==> config.mk <==
export PLATFORM = sky130hd
export DESIGN_NAME = dasr_regs
export DESIGN_NICKNAME = d
export VERILOG_FILES = /design/src/core/dasr_sync.v /design/src/core/dasr_regs.v
export VERILOG_INCLUDE_DIRS = /design/src /design/src/core
export SDC_FILE = /design/constraint.sdc
export NUM_CORES = 1
export LEC_CHECK = 0
export ABC_AREA = 1
export BUFFER_PORTS_ARGS = -buffer_cell sky130_fd_sc_hd__buf_4
export CORE_ASPECT_RATIO = 1.1
export CORE_MARGIN = 4
export CORE_UTILIZATION = 50
export DETAILED_ROUTE_END_ITERATION = 10
export PLACE_DENSITY = 0.73
export REMOVE_ABC_BUFFERS = 1
export SETUP_SLACK_MARGIN = 0.2
export SYNTH_ARGS = -nofsm -noshare
export SYNTH_HDL_FRONTEND = slang
export SYNTH_SLANG_ARGS = --single-unit
==> constraint.sdc <==
create_clock -name core_clk -period 1.5 [get_ports core_clk]
set_input_delay 0.15 -clock core_clk [delete_from_list [all_inputs] [get_ports core_clk]]
set_output_delay 0.15 -clock core_clk [all_outputs]
set_load 0.005 [all_outputs]
==> src/core/dasr_consts.vh <==
// Purpose: constants for the access system register bank
// Assumes: register offsets are those seen on the link's register port
// Notes: definitions only
`ifndef DASR_CONSTS_VH
`define DASR_CONSTS_VH

// ****************************************
// register offsets
// ****************************************
`define DASR_OFF_KEY_STATUS 4'h7
`define DASR_OFF_RESET_REQ 4'h8
`define DASR_OFF_CLK_DIV 4'h9
`define DASR_OFF_SYS_CTRL 4'hA
`define DASR_OFF_SYS_STATUS 4'hB
`define DASR_OFF_CRC_STATUS 4'hC

// ****************************************
// field positions
// ****************************************
`define DASR_KEY_UROW_BIT 5
`define DASR_KEY_NVM_BIT 4
`define DASR_KEY_ERASE_BIT 3
`define DASR_CTRL_DONE_BIT 1
`define DASR_CTRL_SYSTEM_CLOCK_REQUEST_BIT 0
`define DASR_STAT_RST_BIT 5
`define DASR_STAT_SLEEP_BIT 4
`define DASR_STAT_NVM_BIT 3
`define DASR_STAT_UROW_BIT 2
`define DASR_STAT_LOCK_BIT 0

// ****************************************
// values and reset values
// ****************************************
`define DASR_RST_SIGNATURE 8'h59
`define DASR_RST_RUN 8'h00
`define DASR_RESET_REQ_RST 8'h00
`define DASR_DIV_RST 2'h3
`define DASR_DIV_RESERVED 2'h0
`define DASR_DIV_16MHZ 2'h1
`define DASR_DIV_8MHZ 2'h2
`define DASR_DIV_4MHZ 2'h3
`define DASR_LOCK_RST 1'h1
`define DASR_CRC_OFF 3'h0
`define DASR_CRC_BUSY 3'h1
`define DASR_CRC_GOOD 3'h2
`define DASR_CRC_FAIL 3'h4

`endif

==> src/core/dasr_sync.v <==
// Purpose: three-stage synchroniser for levels from the system domain
// Assumes: inputs are asynchronous to core_clk
// Notes: output moves only when stages two and three agree
`timescale 1ns/100ps
`default_nettype none

module dasr_sync #(
    parameter WIDTH = 1,
    parameter [WIDTH-1:0] RESET_VAL = {WIDTH{1'b0}}
) (
    input wire core_clk,
    input wire rst,
    input wire clk_en,
    input wire [WIDTH-1:0] async_in,
    output reg [WIDTH-1:0] sync_out
);

// ****************************************
// stages
// ****************************************
// first stage feeds only the second, never a comparison
reg [WIDTH-1:0] stage1_r;
reg [WIDTH-1:0] stage2_r;
reg [WIDTH-1:0] stage3_r;

genvar i;
generate
    for (i = 0; i < WIDTH; i = i + 1) begin : g_bit
        always @(posedge core_clk) begin
            if (rst) begin
                stage1_r[i] <= RESET_VAL[i];
                stage2_r[i] <= RESET_VAL[i];
                stage3_r[i] <= RESET_VAL[i];
                sync_out[i] <= RESET_VAL[i];
            end else if (clk_en) begin
                stage1_r[i] <= async_in[i];
                stage2_r[i] <= stage1_r[i];
                stage3_r[i] <= stage2_r[i];
                if (stage2_r[i] == stage3_r[i]) begin
                    sync_out[i] <= stage3_r[i];
                end
            end
        end
    end
endgenerate

endmodule // dasr_sync

`default_nettype wire

==> src/core/dasr_regs.v <==
// Purpose: system-side register bank of the single pin debug link access layer
// Assumes: register port driven by the link instruction decoder on core_clk
// Notes: system status inputs arrive from another domain and are synchronised
//
// Overview of operation
// - user row write key flag, key status bit 5, sets on successful key decode.
// - programming key flag bit 4 sets on decode, clears as programming-ready sets.
// - chip erase flag bit 3 sets on decode, clears when its reset request issues.
// - system reset held while reset request holds 0x59; 0x00 releases it.
// - a requested system reset never resets this interface logic.
// - divider field picks 16, 8 or 4 MHz; 4 MHz after reset, 0 reserved.
// - writing one to user row done starts flash programming of user row data.
// - done written before data reaches RAM lets the CPU continue without it.
// - user row done writes ignored unless user row write key was decoded.
// - clock request bit held one requests system clock in any sleep mode.
// - clock request clears on interface disable, sets on programming mode enable.
// - reset active status reads one during system reset; reading clears it.
// - sleep status reads one in Idle or deeper sleep, else zero.
// - programming-ready status bit 3; debugger resets system after programming.
// - user row ready status bit 2; debugger loads RAM then sets done.
// - lock status reads one while locked, resets to one, zero after erase.
// - CRC status is one-hot: 0 off, 1 busy, 2 good, 4 failed.
// - registers reachable only through link instructions, never CPU space.
// - interface disable returns link configuration and keys to reset state.
// - reserved bits read zero and should be written zero.
`timescale 1ns/100ps
`default_nettype none
`include "dasr_consts.vh"

module dasr_regs (
    input wire core_clk,
    input wire rst,
    input wire clk_en,
    input wire link_disable,
    input wire prog_mode_enable,
    input wire key_urow_decoded,
    input wire key_nvm_decoded,
    input wire key_erase_decoded,
    input wire nvm_seq_start,
    input wire reg_wr_en,
    input wire reg_rd_en,
    input wire [3:0] reg_addr,
    input wire [7:0] reg_wdata,
    output reg [7:0] reg_rdata,
    output reg reg_rd_valid,
    input wire sys_in_reset,
    input wire sys_sleeping,
    input wire urow_prog_ready,
    input wire device_locked,
    input wire [2:0] crc_status,
    output wire sys_reset_req,
    output wire [1:0] link_clk_sel,
    output wire sys_clk_req,
    output reg urow_program_start,
    output wire urow_session_open
);

// ****************************************
// decode helpers
// ****************************************
// register access only through the link decoder port
function hit;
    input [3:0] addr;
    input [3:0] off;
    begin
        hit = (addr == off);
    end
endfunction

wire wr_key = reg_wr_en & hit(reg_addr, `DASR_OFF_KEY_STATUS);
wire wr_reset_signature_field = reg_wr_en & hit(reg_addr, `DASR_OFF_RESET_REQ);
wire wr_div = reg_wr_en & hit(reg_addr, `DASR_OFF_CLK_DIV);
wire wr_ctrl = reg_wr_en & hit(reg_addr, `DASR_OFF_SYS_CTRL);
wire rd_status = reg_rd_en & hit(reg_addr, `DASR_OFF_SYS_STATUS);

// ****************************************
// link disable
// ****************************************
// disable clears link state only on enabled cycles, so a frozen block stays frozen
wire link_off = clk_en & link_disable;

// ****************************************
// system domain levels
// ****************************************
wire sys_in_reset_s;
wire sys_sleeping_s;
wire urow_ready_s;
wire locked_s;
wire [2:0] crc_s;

// each level filters on its own; a read may mix old and new bits of a moving group
dasr_sync #(
    .WIDTH(3),
    .RESET_VAL(3'h0)
) u_sync_lvl (
    .core_clk(core_clk),
    .rst(rst),
    .clk_en(clk_en),
    .async_in({sys_in_reset, sys_sleeping, urow_prog_ready}),
    .sync_out({sys_in_reset_s, sys_sleeping_s, urow_ready_s})
);

// lock starts out as locked so a fresh link never sees an open part
dasr_sync #(
    .WIDTH(1),
    .RESET_VAL(`DASR_LOCK_RST)
) u_sync_lock (
    .core_clk(core_clk),
    .rst(rst),
    .clk_en(clk_en),
    .async_in(device_locked),
    .sync_out(locked_s)
);

dasr_sync #(
    .WIDTH(3),
    .RESET_VAL(`DASR_CRC_OFF)
) u_sync_crc (
    .core_clk(core_clk),
    .rst(rst),
    .clk_en(clk_en),
    .async_in(crc_status),
    .sync_out(crc_s)
);

// ****************************************
// key decode flags
// ****************************************
reg key_urow_r;
reg key_nvm_r;
reg key_erase_r;
reg nvm_ready_r;
reg [7:0] reset_signature_field_r;

wire reset_signature_field_hit = wr_reset_signature_field & (reg_wdata == `DASR_RST_SIGNATURE);
wire nvm_begin = nvm_seq_start & key_nvm_r;

// session end: debugger writes one to the flag as the last step
wire urow_end = wr_key & reg_wdata[`DASR_KEY_UROW_BIT];

// keys never outlive a disabled link, so each session must decode again
always @(posedge core_clk) begin
    if (rst || link_off) begin
        key_urow_r <= 1'b0;
        key_nvm_r <= 1'b0;
        key_erase_r <= 1'b0;
    end else if (clk_en) begin
        // a decode in the clearing cycle wins
        if (key_urow_decoded) begin
            key_urow_r <= 1'b1;
        end else if (urow_end) begin
            key_urow_r <= 1'b0;
        end
        if (key_nvm_decoded) begin
            key_nvm_r <= 1'b1;
        end else if (nvm_begin) begin
            key_nvm_r <= 1'b0;
        end
        if (key_erase_decoded) begin
            key_erase_r <= 1'b1;
        end else if (reset_signature_field_hit) begin
            key_erase_r <= 1'b0;
        end
    end
end

// ****************************************
// programming ready
// ****************************************
// held until the debugger resets the system after programming
always @(posedge core_clk) begin
    if (rst || link_off) begin
        nvm_ready_r <= 1'b0;
    end else if (clk_en) begin
        if (nvm_begin) begin
            nvm_ready_r <= 1'b1;
        end else if (reset_signature_field_hit) begin
            nvm_ready_r <= 1'b0;
        end
    end
end

// ****************************************
// reset request
// ****************************************
// any value is stored, only the signature holds the system in reset
// link disable leaves it alone, so a held system reset outlives the session
// the level is registered so the system reset tree never sees a compare glitch
reg sys_rst_r;

always @(posedge core_clk) begin
    if (rst) begin
        reset_signature_field_r <= `DASR_RESET_REQ_RST;
        sys_rst_r <= 1'b0;
    end else if (clk_en) begin
        if (wr_reset_signature_field) begin
            reset_signature_field_r <= reg_wdata;
            sys_rst_r <= reset_signature_field_hit;
        end
    end
end

// drives the system reset only; this block stays out of it
assign sys_reset_req = sys_rst_r;

// ****************************************
// clock divider select
// ****************************************
reg [1:0] div_r;

// the reserved code is refused so the link clock never goes undefined
// a disabled link comes back at the slowest, safest setting
always @(posedge core_clk) begin
    if (rst || link_off) begin
        div_r <= `DASR_DIV_RST;
    end else if (clk_en) begin
        if (wr_div && reg_wdata[1:0] != `DASR_DIV_RESERVED) begin
            div_r <= reg_wdata[1:0];
        end
    end
end

assign link_clk_sel = div_r;

// ****************************************
// system control
// ****************************************
reg system_clock_request_r;
reg done_r;

wire done_ok = wr_ctrl & key_urow_r;

always @(posedge core_clk) begin
    if (rst || link_off) begin
        system_clock_request_r <= 1'b0;
    end else if (clk_en) begin
        if (prog_mode_enable) begin
            system_clock_request_r <= 1'b1;
        end else if (wr_ctrl) begin
            system_clock_request_r <= reg_wdata[`DASR_CTRL_SYSTEM_CLOCK_REQUEST_BIT];
        end
    end
end

assign sys_clk_req = system_clock_request_r;

// the start pulse does not wait for RAM data; the CPU just goes on
// the pulse lasts one enabled cycle; the flash side must take it then
always @(posedge core_clk) begin
    if (rst || link_off) begin
        done_r <= 1'b0;
        urow_program_start <= 1'b0;
    end else if (clk_en) begin
        urow_program_start <= 1'b0;
        if (done_ok) begin
            done_r <= reg_wdata[`DASR_CTRL_DONE_BIT];
            urow_program_start <= reg_wdata[`DASR_CTRL_DONE_BIT];
        end
    end
end

assign urow_session_open = key_urow_r;

// ****************************************
// reset active status
// ****************************************
reg rst_seen_r;

wire rst_now = sys_in_reset_s | sys_reset_req;

// set wins over the clear of a read
// so a reset that starts during a status read is never lost
always @(posedge core_clk) begin
    if (rst) begin
        rst_seen_r <= 1'b0;
    end else if (clk_en) begin
        if (rst_now) begin
            rst_seen_r <= 1'b1;
        end else if (rd_status) begin
            rst_seen_r <= 1'b0;
        end
    end
end

// ****************************************
// read back
// ****************************************
reg [7:0] rd_nxt;

// system and CRC status have no write path; key status writes only clear bit 5
always @* begin
    rd_nxt = 8'h00;
    case (reg_addr)
        `DASR_OFF_KEY_STATUS: begin
            rd_nxt[`DASR_KEY_UROW_BIT] = key_urow_r;
            rd_nxt[`DASR_KEY_NVM_BIT] = key_nvm_r;
            rd_nxt[`DASR_KEY_ERASE_BIT] = key_erase_r;
        end
        `DASR_OFF_RESET_REQ: begin
            rd_nxt = reset_signature_field_r;
        end
        `DASR_OFF_CLK_DIV: begin
            rd_nxt[1:0] = div_r;
        end
        `DASR_OFF_SYS_CTRL: begin
            rd_nxt[`DASR_CTRL_DONE_BIT] = done_r;
            rd_nxt[`DASR_CTRL_SYSTEM_CLOCK_REQUEST_BIT] = system_clock_request_r;
        end
        `DASR_OFF_SYS_STATUS: begin
            rd_nxt[`DASR_STAT_RST_BIT] = rst_seen_r | rst_now;
            rd_nxt[`DASR_STAT_SLEEP_BIT] = sys_sleeping_s;
            rd_nxt[`DASR_STAT_NVM_BIT] = nvm_ready_r;
            rd_nxt[`DASR_STAT_UROW_BIT] = urow_ready_s;
            rd_nxt[`DASR_STAT_LOCK_BIT] = locked_s;
        end
        `DASR_OFF_CRC_STATUS: begin
            rd_nxt[2:0] = crc_s;
        end
        default: begin
            rd_nxt = 8'h00;
        end
    endcase
end

always @(posedge core_clk) begin
    if (rst) begin
        reg_rdata <= 8'h00;
        reg_rd_valid <= 1'b0;
    end else if (clk_en) begin
        reg_rd_valid <= reg_rd_en;
        if (reg_rd_en) begin
            reg_rdata <= rd_nxt;
        end
    end
end

endmodule // dasr_regs

`default_nettype wire

==> flow_summary.json, run 1 <==
{
  "outcome": "finished clean",
  "insertedDiodeCount": 0,
  "yosysWarnings": 0,
  "drc": 0,
  "ios": 45,
  "power_density_mw_per_mm2": 1000,
  "postCtsHoldBufs": 0,
  "gr-total-overflow": 0,
  "cts_made_buffers": 5,
  "place_hpwl_um": 3740,
  "ys_ff_latch": 56,
  "grt_pass1_vias": 1911,
  "start_util_pct": 52.1,
  "row_count": 25,
  "path_cells": "or2_2, o21ai_1, nand3_1, nand2_1, a21oi_1",
  "dieArea_mm2": 0.00568,
  "crit_type": "reg2reg",
  "die_w_um": 72.2,
  "netlist-cell-type-count": 26,
  "cap_violations": 0,
  "drt_pass1_iterations": 4,
  "synth-edff-count": 0,
  "rsz0062_at_grt": "false",
  "synth.top_cell.area_share_pct": 49.4,
  "grt_use_total_pct": 19.0,
  "ys.flop_type": "dfxtp_1",
  "p_leak_uw": 0.00114,
  "crit_family": "simple AND/OR/NAND/NOR gates",
  "yosys-top-cells-count": "82 x nand2_1, 56 x dfxtp_1, 38 x a21oi_1",
  "clk_pin_slew_ns": 0.09,
  "max_stage_delay_ns": 0.35,
  "skew_ns": 0.00182,
  "avgSynthCellArea_um2": 7.51,
  "synthArstFlopShare_pct": 0,
  "htreeDepth": 2,
  "worst_pin_slew_ns": 0.350,
  "synth_cells": 302,
  "slew_viol_final": 0,
  "worstPathMaxFanout": 3,
  "end_kind": "flop",
  "final_area_mm2": 0.00276,
  "routedWlPerCell_um": 12.5,
  "final_core_util_pct": 63.5,
  "cts_resized": 0,
  "hold_slack_ns": 0.0507,
  "placed_cell_area_mm2": 0.00266,
  "syn_area_mm2": 0.00227,
  "ys_seq_area_share_pct": 49.4,
  "antenna_found_initial": 0,
  "grt_pass1_wl_um": 8580,
  "slew_headroom_pct": 76.7,
  "yosys.area.top_type": "dfxtp_1",
  "clockRootBuffer": "clkbuf_8",
  "fmax_mhz": 960,
  "gp_congestion": 0.865,
  "die_h_um": 78.6,
  "min_period_ns": 1.04,
  "setup-violations-final": 0,
  "required_ns": 1.70,
  "areaGrowthSynthToFinish_pct": 21.7,
  "setup_tns_ns": 0,
  "ir_worst_vdd_uv": 628,
  "min-delay-path-class": "in2reg",
  "synth_area_leaders": "dfxtp_1 49%, nand2_1 14%, a21oi_1 8.4%",
  "drtAntennaViolNets": 0,
  "wirelength_um": 5000,
  "drive_gt1_share_pct": 20.5,
  "crit_buf_inv": 0,
  "cts_tree": "built",
  "numPortBuffers": 44,
  "cts_buffer_depth": 2,
  "drt_iter0_markers": 130,
  "multi_input_area_mm2": 0.00104,
  "min_period_over_period_pct": 69.4,
  "worst_ep_arrival_time_ns": 1.24,
  "startpoint_type": "flop",
  "core_mm2": 0.00435,
  "cp_slowest_cell": "dfxtp_1",
  "clkLatencyLatePin_ns": 0.30,
  "postCtsSetupRepairBufs": 0,
  "n_fill_cell": 422,
  "via_count": 2067,
  "avgViaCountPerCell": 5.17,
  "clock-sinks": 56,
  "synth_most_common_cell": "nand2_1",
  "grt_max_degree": 21,
  "fin_nets": 377,
  "regArea_mm2": 0.00112,
  "hold_violations": 0
}
[layer usage]
metal	global-route usage (%)	vias up	part of all wire (%)
met5	0	-	0
met4	6.20	0	1.7
met3	4.99	9	6.4
met2	31.8	54	47
met1	23.4	919	45
li1	-	1085	-
[final timing paths]
check / startpoint / cells after the start / end / slack, ns
setup / recovery: sys_reset_req / 5 / reg_rdata[5] / 0.46
hold / removal: device_locked / 3 / u_sync_lock.stage1_r / 0.05
setup reg to reg: sys_reset_req / 5 / reg_rdata[5] / 0.46
hold reg to reg: reg_rd_valid / 2 / reg_rd_valid / 0.46
[placed cells by master (no fill, tap or decap), types with 2 or more instances in the layout]
| cell type | n |
|---|---|
| a21oi_1 | 38 |
| buf_4 | 50 |
| clkbuf_8 | 5 |
| dfxtp_1 | 56 |
| inv_1 | 9 |
| inv_2 | 4 |
| nand2_1 | 82 |
| nand3_1 | 21 |
| nand4_1 | 3 |
| nor2_1 | 29 |
| nor2_2 | 2 |
| nor3_2 | 2 |
| o211ai_1 | 2 |
| o21ai_0 | 30 |
[where the power goes]
part	total [uW]	internal, uW	leakage [uW]	switching (uW)
clock	933	480	0.0000501	454
sequential	1560	1530	0.000457	25.2
combinational	270	117	0.000633	153
total	2760	2130	0.00114	632
[cell families after synthesis]
family | share of synthesized area [%]
simple gates | 28.7
compound gates | 17.0
flops | 49.4
buf+inv | 4.86
[final cells by class]
class,count,share of cell area [%]
clock buffer,5,2.49
clock inverter,1,1.09
inverter,15,2.22
multi-input combinational,219,37.5
sequential,56,40.6
tap,54,2.45
timing repair buffer,50,13.6
[flip-flops by register name (all words and copies together), names as in the netlist, 2 cells and up]
register and cells:
reg_rdata 8, reset_signature_field_r 8, u_sync_crc.stage1_r 3, u_sync_crc.stage2_r 3
u_sync_crc.stage3_r 3, u_sync_crc.sync_out 3, u_sync_lvl.stage1_r 3, u_sync_lvl.stage2_r 3
u_sync_lvl.stage3_r 3, u_sync_lvl.sync_out 3, link_clk_sel 2
[worst min-delay path, stage by stage]
cell     delay, ns
buf_4         0.08
nand2_1       0.04
nand3_1       0.06
[stage by stage]
step                      instances  setup slack, ns  total power [uW]
after floorplan                 290            0.523              1710
after global placement          394            0.328              1860
after detailed placement        394            0.297              1870
after CTS                       400            0.447              2790
after global routing            400            0.384              2890
final                           400            0.458              2760
Power figures use the tool's default switching activity.
==> run 2: changes to the inputs <==
Settings changed: CORE_UTILIZATION 50 to 48, PLACE_DENSITY 0.73 to 0.74.
Clock period 1.5 ns to 0.9 ns, I/O delays scaled along.
==> run 2 against run 1 <==
The run now ends with setup timing left. Sequential share of layout area decreased by 5.7 points. Core utilization is 11 points higher. Critical path depth unchanged. Worst setup slack got worse by 0.56 ns. Flip-flop and latch count unchanged. Via count is 9.3% higher. Wire length grew 28%. Sequential power increased by 67%. Die area grew 3.7%. First-iteration DRC count up 21%. Clock-buffer cell count up 1. Critical endpoint unchanged. Highest routed layer unchanged.
==> flow_summary.json, run 2 (synthesis results as in run 1) <==
{
  "final_core_util_pct": 74.9,
  "p_leak_uw": 0.00138,
  "layout_common_cells": "74 x nand2_1, 49 x buf_4, 31 x a21oi_1",
  "clockRootBuffer": "clkbuf_8",
  "grt_pass1_vias": 2094,
  "power_density_mw_per_mm2": 1460,
  "cts_buffer_depth": 2,
  "fmax_mhz": 1000,
  "dieArea_mm2": 0.00589,
  "worstPathMaxFanout": 2,
  "worst_ep_arrival_time_ns": 1.21,
  "htreeDepth": 2,
  "cp_slowest_cell": "dfxtp_2",
  "drtAntennaViolNets": 0,
  "dp_cells": 412,
  "min_period_ns": 1.00,
  "required_ns": 1.11,
  "worst_pin_slew_ns": 0.319,
  "grt_max_degree": 19,
  "numPortBuffers": 44,
  "clkLatencyLatePin_ns": 0.31,
  "skew_ns": 0.00616,
  "routedWlPerCell_um": 14.8,
  "violations": "setup timing",
  "die_h_um": 80.1,
  "cts_tree": "built",
  "drc": 0,
  "final_cell_count_no_fill": 432,
  "row_count": 25,
  "core_mm2": 0.00444,
  "gp_congestion": 0.868,
  "max_stage_delay_ns": 0.35,
  "gr-total-overflow": 0,
  "ir_worst_vdd_uv": 1250,
  "layout_commonest_cell": "nand2_1",
  "hold_violations": 0,
  "drt_pass1_iterations": 5,
  "outcome": "finished with violations",
  "avgViaCountPerCell": 5.23,
  "drive_gt1_share_pct": 42.3,
  "path_cells": "or2_4, o21ai_2, nand3_1, nand2_1, a21oi_2",
  "grt_use_total_pct": 20.6,
  "timing.final.ws_setup_ns": -0.100,
  "clk_pin_slew_ns": 0.10,
  "clock-sinks": 56,
  "top_regs": "reg_rdata: 8 flops, reset_signature_field_r: 8 flops",
  "ios": 45,
  "antenna_found_initial": 0,
  "cts_made_buffers": 5,
  "die_w_um": 73.5,
  "fin_nets": 407,
  "p_total_uw": 4870,
  "end_kind": "flop",
  "rsz0062_at_grt": "true",
  "setup-violations-final": 3,
  "cap_violations": 0,
  "wirelength_um": 6400,
  "crit_type": "reg2reg",
  "slew_viol_final": 0,
  "grt_pass1_wl_um": 9470,
  "place_hpwl_um": 4020,
  "drt_iter0_markers": 157,
  "n_fill_cell": 328,
  "slew_headroom_pct": 78.6,
  "min_period_over_period_pct": 111,
  "startpoint_type": "flop",
  "min-delay-path-class": "in2reg",
  "insertedDiodeCount": 0,
  "start_util_pct": 51.0,
  "via_count": 2259,
  "areaGrowthSynthToFinish_pct": 46.7,
  "hold_slack_ns": 0.00899
}
[run 2: worst paths after layout]
| path | from | cells past startpoint | slack, ns | end |
|---|---|---|---|---|
| max | sys_reset_req | 5 | -0.10 | reg_rdata[5] |
| min | urow_prog_ready | 3 | 0.009 | u_sync_lvl.stage1_r[0] |
| max reg2reg | sys_reset_req | 5 | -0.10 | reg_rdata[5] |
| min reg2reg | nvm_ready_r | 2 | 0.46 | nvm_ready_r |
[run 2: worst max-delay path, delay by kind of cell (launching register included)]
family | cells | cell delay [ns]
AOI/OAI and AO/OA | 2 | 0.16
DFF | 1 | 0.35
and+or+nand+nor | 3 | 0.40
[run 2: what timing repair did]
item,in CTS,in global routing
endpoints found under the hold margin,3,0
pin swaps,12,26
resized for setup,57,65
buffers inserted,5,3
cloned,1,0
hold buffers,3,0
endpoints found under the setup margin,35,51
[run 2: layout make-up]
class	instances	area, um^2	share of cell area [%]
Timing Repair inverter	1	6.26	0.188
Tap cell	54	67.6	2.03
Timing Repair Buffer	79	713	21.4
Clock buffer	6	72.6	2.18
Inverter	15	78.8	2.37
Clock inverter	2	35.0	1.05
Multi-Input combinational cell	219	1190	35.8
Sequential cell	56	1160	35.0
[run 2: per-stage QoR]
step | worst slack [ns] | instance area (um^2) | setup TNS, ns
final | -0.100 | 3330 | -0.195
after global routing | -0.168 | 3330 | -0.325
after CTS | -0.106 | 3120 | -0.205
after detailed placement | -0.191 | 2800 | -3.22
after global placement | -0.175 | 2800 | -2.78
after floorplan | -0.0772 | 2220 | -0.151
[run 2: where the power goes]
part           leakage (uW)  switching (uW)  internal [uW]
combinational      0.000856             334            302
sequential         0.000467            50.7           2560
clock             0.0000552             799            827
[run 2: routing by layer]
layer | up-vias | global-route usage, % | wire length, um
met4 | 0 | 6.52 | 116
met3 | 14 | 4.01 | 407
met2 | 68 | 34.5 | 3310
li1 | 1148 | - | -
met1 | 1029 | 26.3 | 2570
met5 | - | 0 | 0
==> run 3: changes to the inputs <==
Settings changed: ABC_AREA 1 to default, CORE_UTILIZATION 48 to 49, PLACE_DENSITY 0.74 to 0.75.
==> run 3 against run 2 <==
The flow finishes with violations (hold timing, setup timing). Clock power decreased by 13%. Critical path depth decreased by 1. Total power fell by 4.8%. Wire length decreased by 2.5%. Clock-buffer cell count decreased by 1.
==> flow_summary.json, run 3 <==
{
  "clkPwrFrac_pct": 30.5,
  "via_count": 2197,
  "areaGrowthSynthToFinish_pct": 45.4,
  "power_switching_share_pct": 25.9,
  "numPortBuffers": 44,
  "fin_nets": 374,
  "worst_ep_arrival_time_ns": 1.29,
  "max_stage_delay_ns": 0.34,
  "row_count": 26,
  "ios": 45,
  "place_hpwl_um": 4410,
  "grt_use_total_pct": 21.3,
  "core_mm2": 0.00468,
  "yosys.area.top_type": "dfxtp_1",
  "min_period_ns": 1.07,
  "yosys-top-cells-count": "56 x dfxtp_1, 31 x nand2_1, 30 x mux2i_1, 30 x nor2_1, 19 x a21oi_1",
  "timing.final.ws_setup_ns": -0.175,
  "synth-edff-count": 0,
  "ys_seq_area_share_pct": 46.8,
  "worstPathMaxFanout": 2,
  "clkLatencyLatePin_ns": 0.31,
  "slew_headroom_pct": 79.0,
  "cap_violations": 0,
  "top_regs": "reg_rdata: 8 flops, reset_signature_field_r: 8 flops",
  "drc": 0,
  "startpoint_type": "flop",
  "hold_slack_ns": -0.0103,
  "final_area_mm2": 0.00348,
  "synth_area_leaders": "dfxtp_1 47%, mux2i_1 13%, nand2_1 4.9%",
  "violations": "hold timing, setup timing",
  "end_kind": "flop",
  "p_int_uw": 3430,
  "grt_pass1_wl_um": 9980,
  "clockRootBuffer": "clkbuf_8",
  "start_util_pct": 51.1,
  "synth_most_common_cell": "dfxtp_1",
  "rsz0062_at_grt": "true",
  "antenna_found_initial": 0,
  "htreeDepth": 2,
  "clk_pin_slew_ns": 0.10,
  "avgSynthCellArea_um2": 9.21,
  "worst_pin_slew_ns": 0.312,
  "dpl_worst_slack_ns": -0.311,
  "die_w_um": 74.7,
  "placed_cell_area_mm2": 0.00299,
  "min-delay-path-class": "in2reg",
  "layout_commonest_cell": "buf_4",
  "routedWlPerCell_um": 15.6,
  "setup_tns_ns": -0.809,
  "grt_pass1_vias": 2155,
  "insertedDiodeCount": 0,
  "crit_family": "compound AO/OA/AOI/OAI gates",
  "ir_worst_vdd_uv": 887,
  "crit_buf_inv": 0,
  "seq_power_share_pct": 55.7,
  "synthArstFlopShare_pct": 0,
  "avgViaCountPerCell": 5.48,
  "ys.flop_type": "dfxtp_1",
  "ys_ff_latch": 56,
  "setup-violations-final": 12,
  "drt_pass1_iterations": 4,
  "fmax_mhz": 930,
  "grt_max_degree": 24,
  "min_period_over_period_pct": 119,
  "crit_type": "reg2reg",
  "p_leak_uw": 0.00159,
  "cts_buffer_depth": 2,
  "gp_congestion": 0.895,
  "cts_made_buffers": 5,
  "cp_slowest_cell": "dfxtp_2",
  "required_ns": 1.11,
  "die_h_um": 81.3,
  "syn_area_mm2": 0.00239,
  "drtAntennaViolNets": 0,
  "p_total_uw": 4630,
  "yosysWarnings": 0,
  "clock-sinks": 56,
  "layout_common_cells": "54 x buf_4, 33 x buf_6, 31 x dfxtp_2",
  "p_switching_uw": 1200,
  "wirelength_um": 6250,
  "skew_ns": 0.00898,
  "path_cells": "mux2_4, a21oi_2, o22ai_1, a22o_1",
  "hold_violations": 1,
  "drt_iter0_markers": 95,
  "synth.top_cell.area_share_pct": 46.8,
  "p_comb_share_pct": 13.9,
  "slew_viol_final": 0,
  "dieArea_mm2": 0.00607,
  "outcome": "finished with violations",
  "power_density_mw_per_mm2": 1330,
  "netlist-cell-type-count": 44,
  "cts_tree": "built",
  "gr-total-overflow": 0,
  "synth_cells": 260,
  "drive_gt1_share_pct": 47.0
}
[run 3: cell types whose count changed in the layout (fill, tap and decap cells not counted), moves of 5 or more]
cell,delta
nand3_2,-8
nand3_1,-10
inv_1,-5
buf_6,+7
nand2_1,-45
a21o_1,+7
o21ai_0,-10
nand2_2,-6
buf_4,+5
mux2i_1,+30
nor3_1,+5
dfxtp_2,+7
a21oi_1,-20
[run 3: area by class of cell]
| class | instances | area [um^2] |
|---|---|---|
| sequential | 56 | 1160 |
| timing repair buffer | 91 | 847 |
| clock buffer | 5 | 68.8 |
| clock inverter | 3 | 21.3 |
| fill | 357 | 1200 |
| multi-input combinational | 187 | 1300 |
| inverter | 3 | 11.3 |
| tap | 56 | 70.1 |
[run 3: cells by family (layout without fill, tap and decap cells)]
group,count (synthesis),in the layout,synth area share [%]
buffers and inverters,17,102,3.81
flip-flops,56,56,46.8
AO/OA/AOI/OAI,61,61,16.2
AND/OR/NAND/NOR,95,95,20.2
multiplexers,31,31,13.0
[run 3: per-stage QoR]
stage	hold slack (ns)	util, %	std cells
2_1_floorplan	0.152	-	246
6_report	-0.0103	74.3	401
3_3_place_gp	0.306	63.8	381
4_1_cts	-0.0114	71.9	397
5_1_grt	-0.000233	74.3	401
3_5_place_dp	0.314	63.8	381
[run 3: repair_timing]
item                       CTS  global route
buffers inserted             8             4
setup endpoints to repair   60            67
hold endpoints to repair     1             1
pin swaps                   36            13
gates resized for setup     79            24
[run 3: worst paths after layout]
| check | from | end | slack, ns | cells past startpoint |
|---|---|---|---|---|
| setup / recovery | reset_signature_field_r[0] | reg_rdata[0] | -0.17 | 4 |
| hold / removal | device_locked | u_sync_lock.stage1_r | -0.01 | 2 |
| setup reg to reg | reset_signature_field_r[0] | reg_rdata[0] | -0.17 | 4 |
| hold reg to reg | reg_rdata[4] | reg_rdata[4] | 0.46 | 2 |
[run 3: power groups by stage]
| stage | clock, uW | sequential (uW) | combinational [uW] |
|---|---|---|---|
| after floorplan | 0 | 2620 | 186 |
| after global placement | 0 | 2620 | 534 |
| after detailed placement | 0 | 2630 | 542 |
| after CTS | 1430 | 2580 | 600 |
| after global routing | 1510 | 2590 | 698 |
| final | 1410 | 2580 | 642 |
[run 3: per-layer routing]
metal	share of wire, %	vias up	routed length, um	track usage (%)
li1	-	1092	-	-
met1	44	1037	2720	27.3
met2	49	49	3090	35.6
met3	4.2	19	263	3.34
met4	2.7	0	168	8.36
met5	0	-	0	0
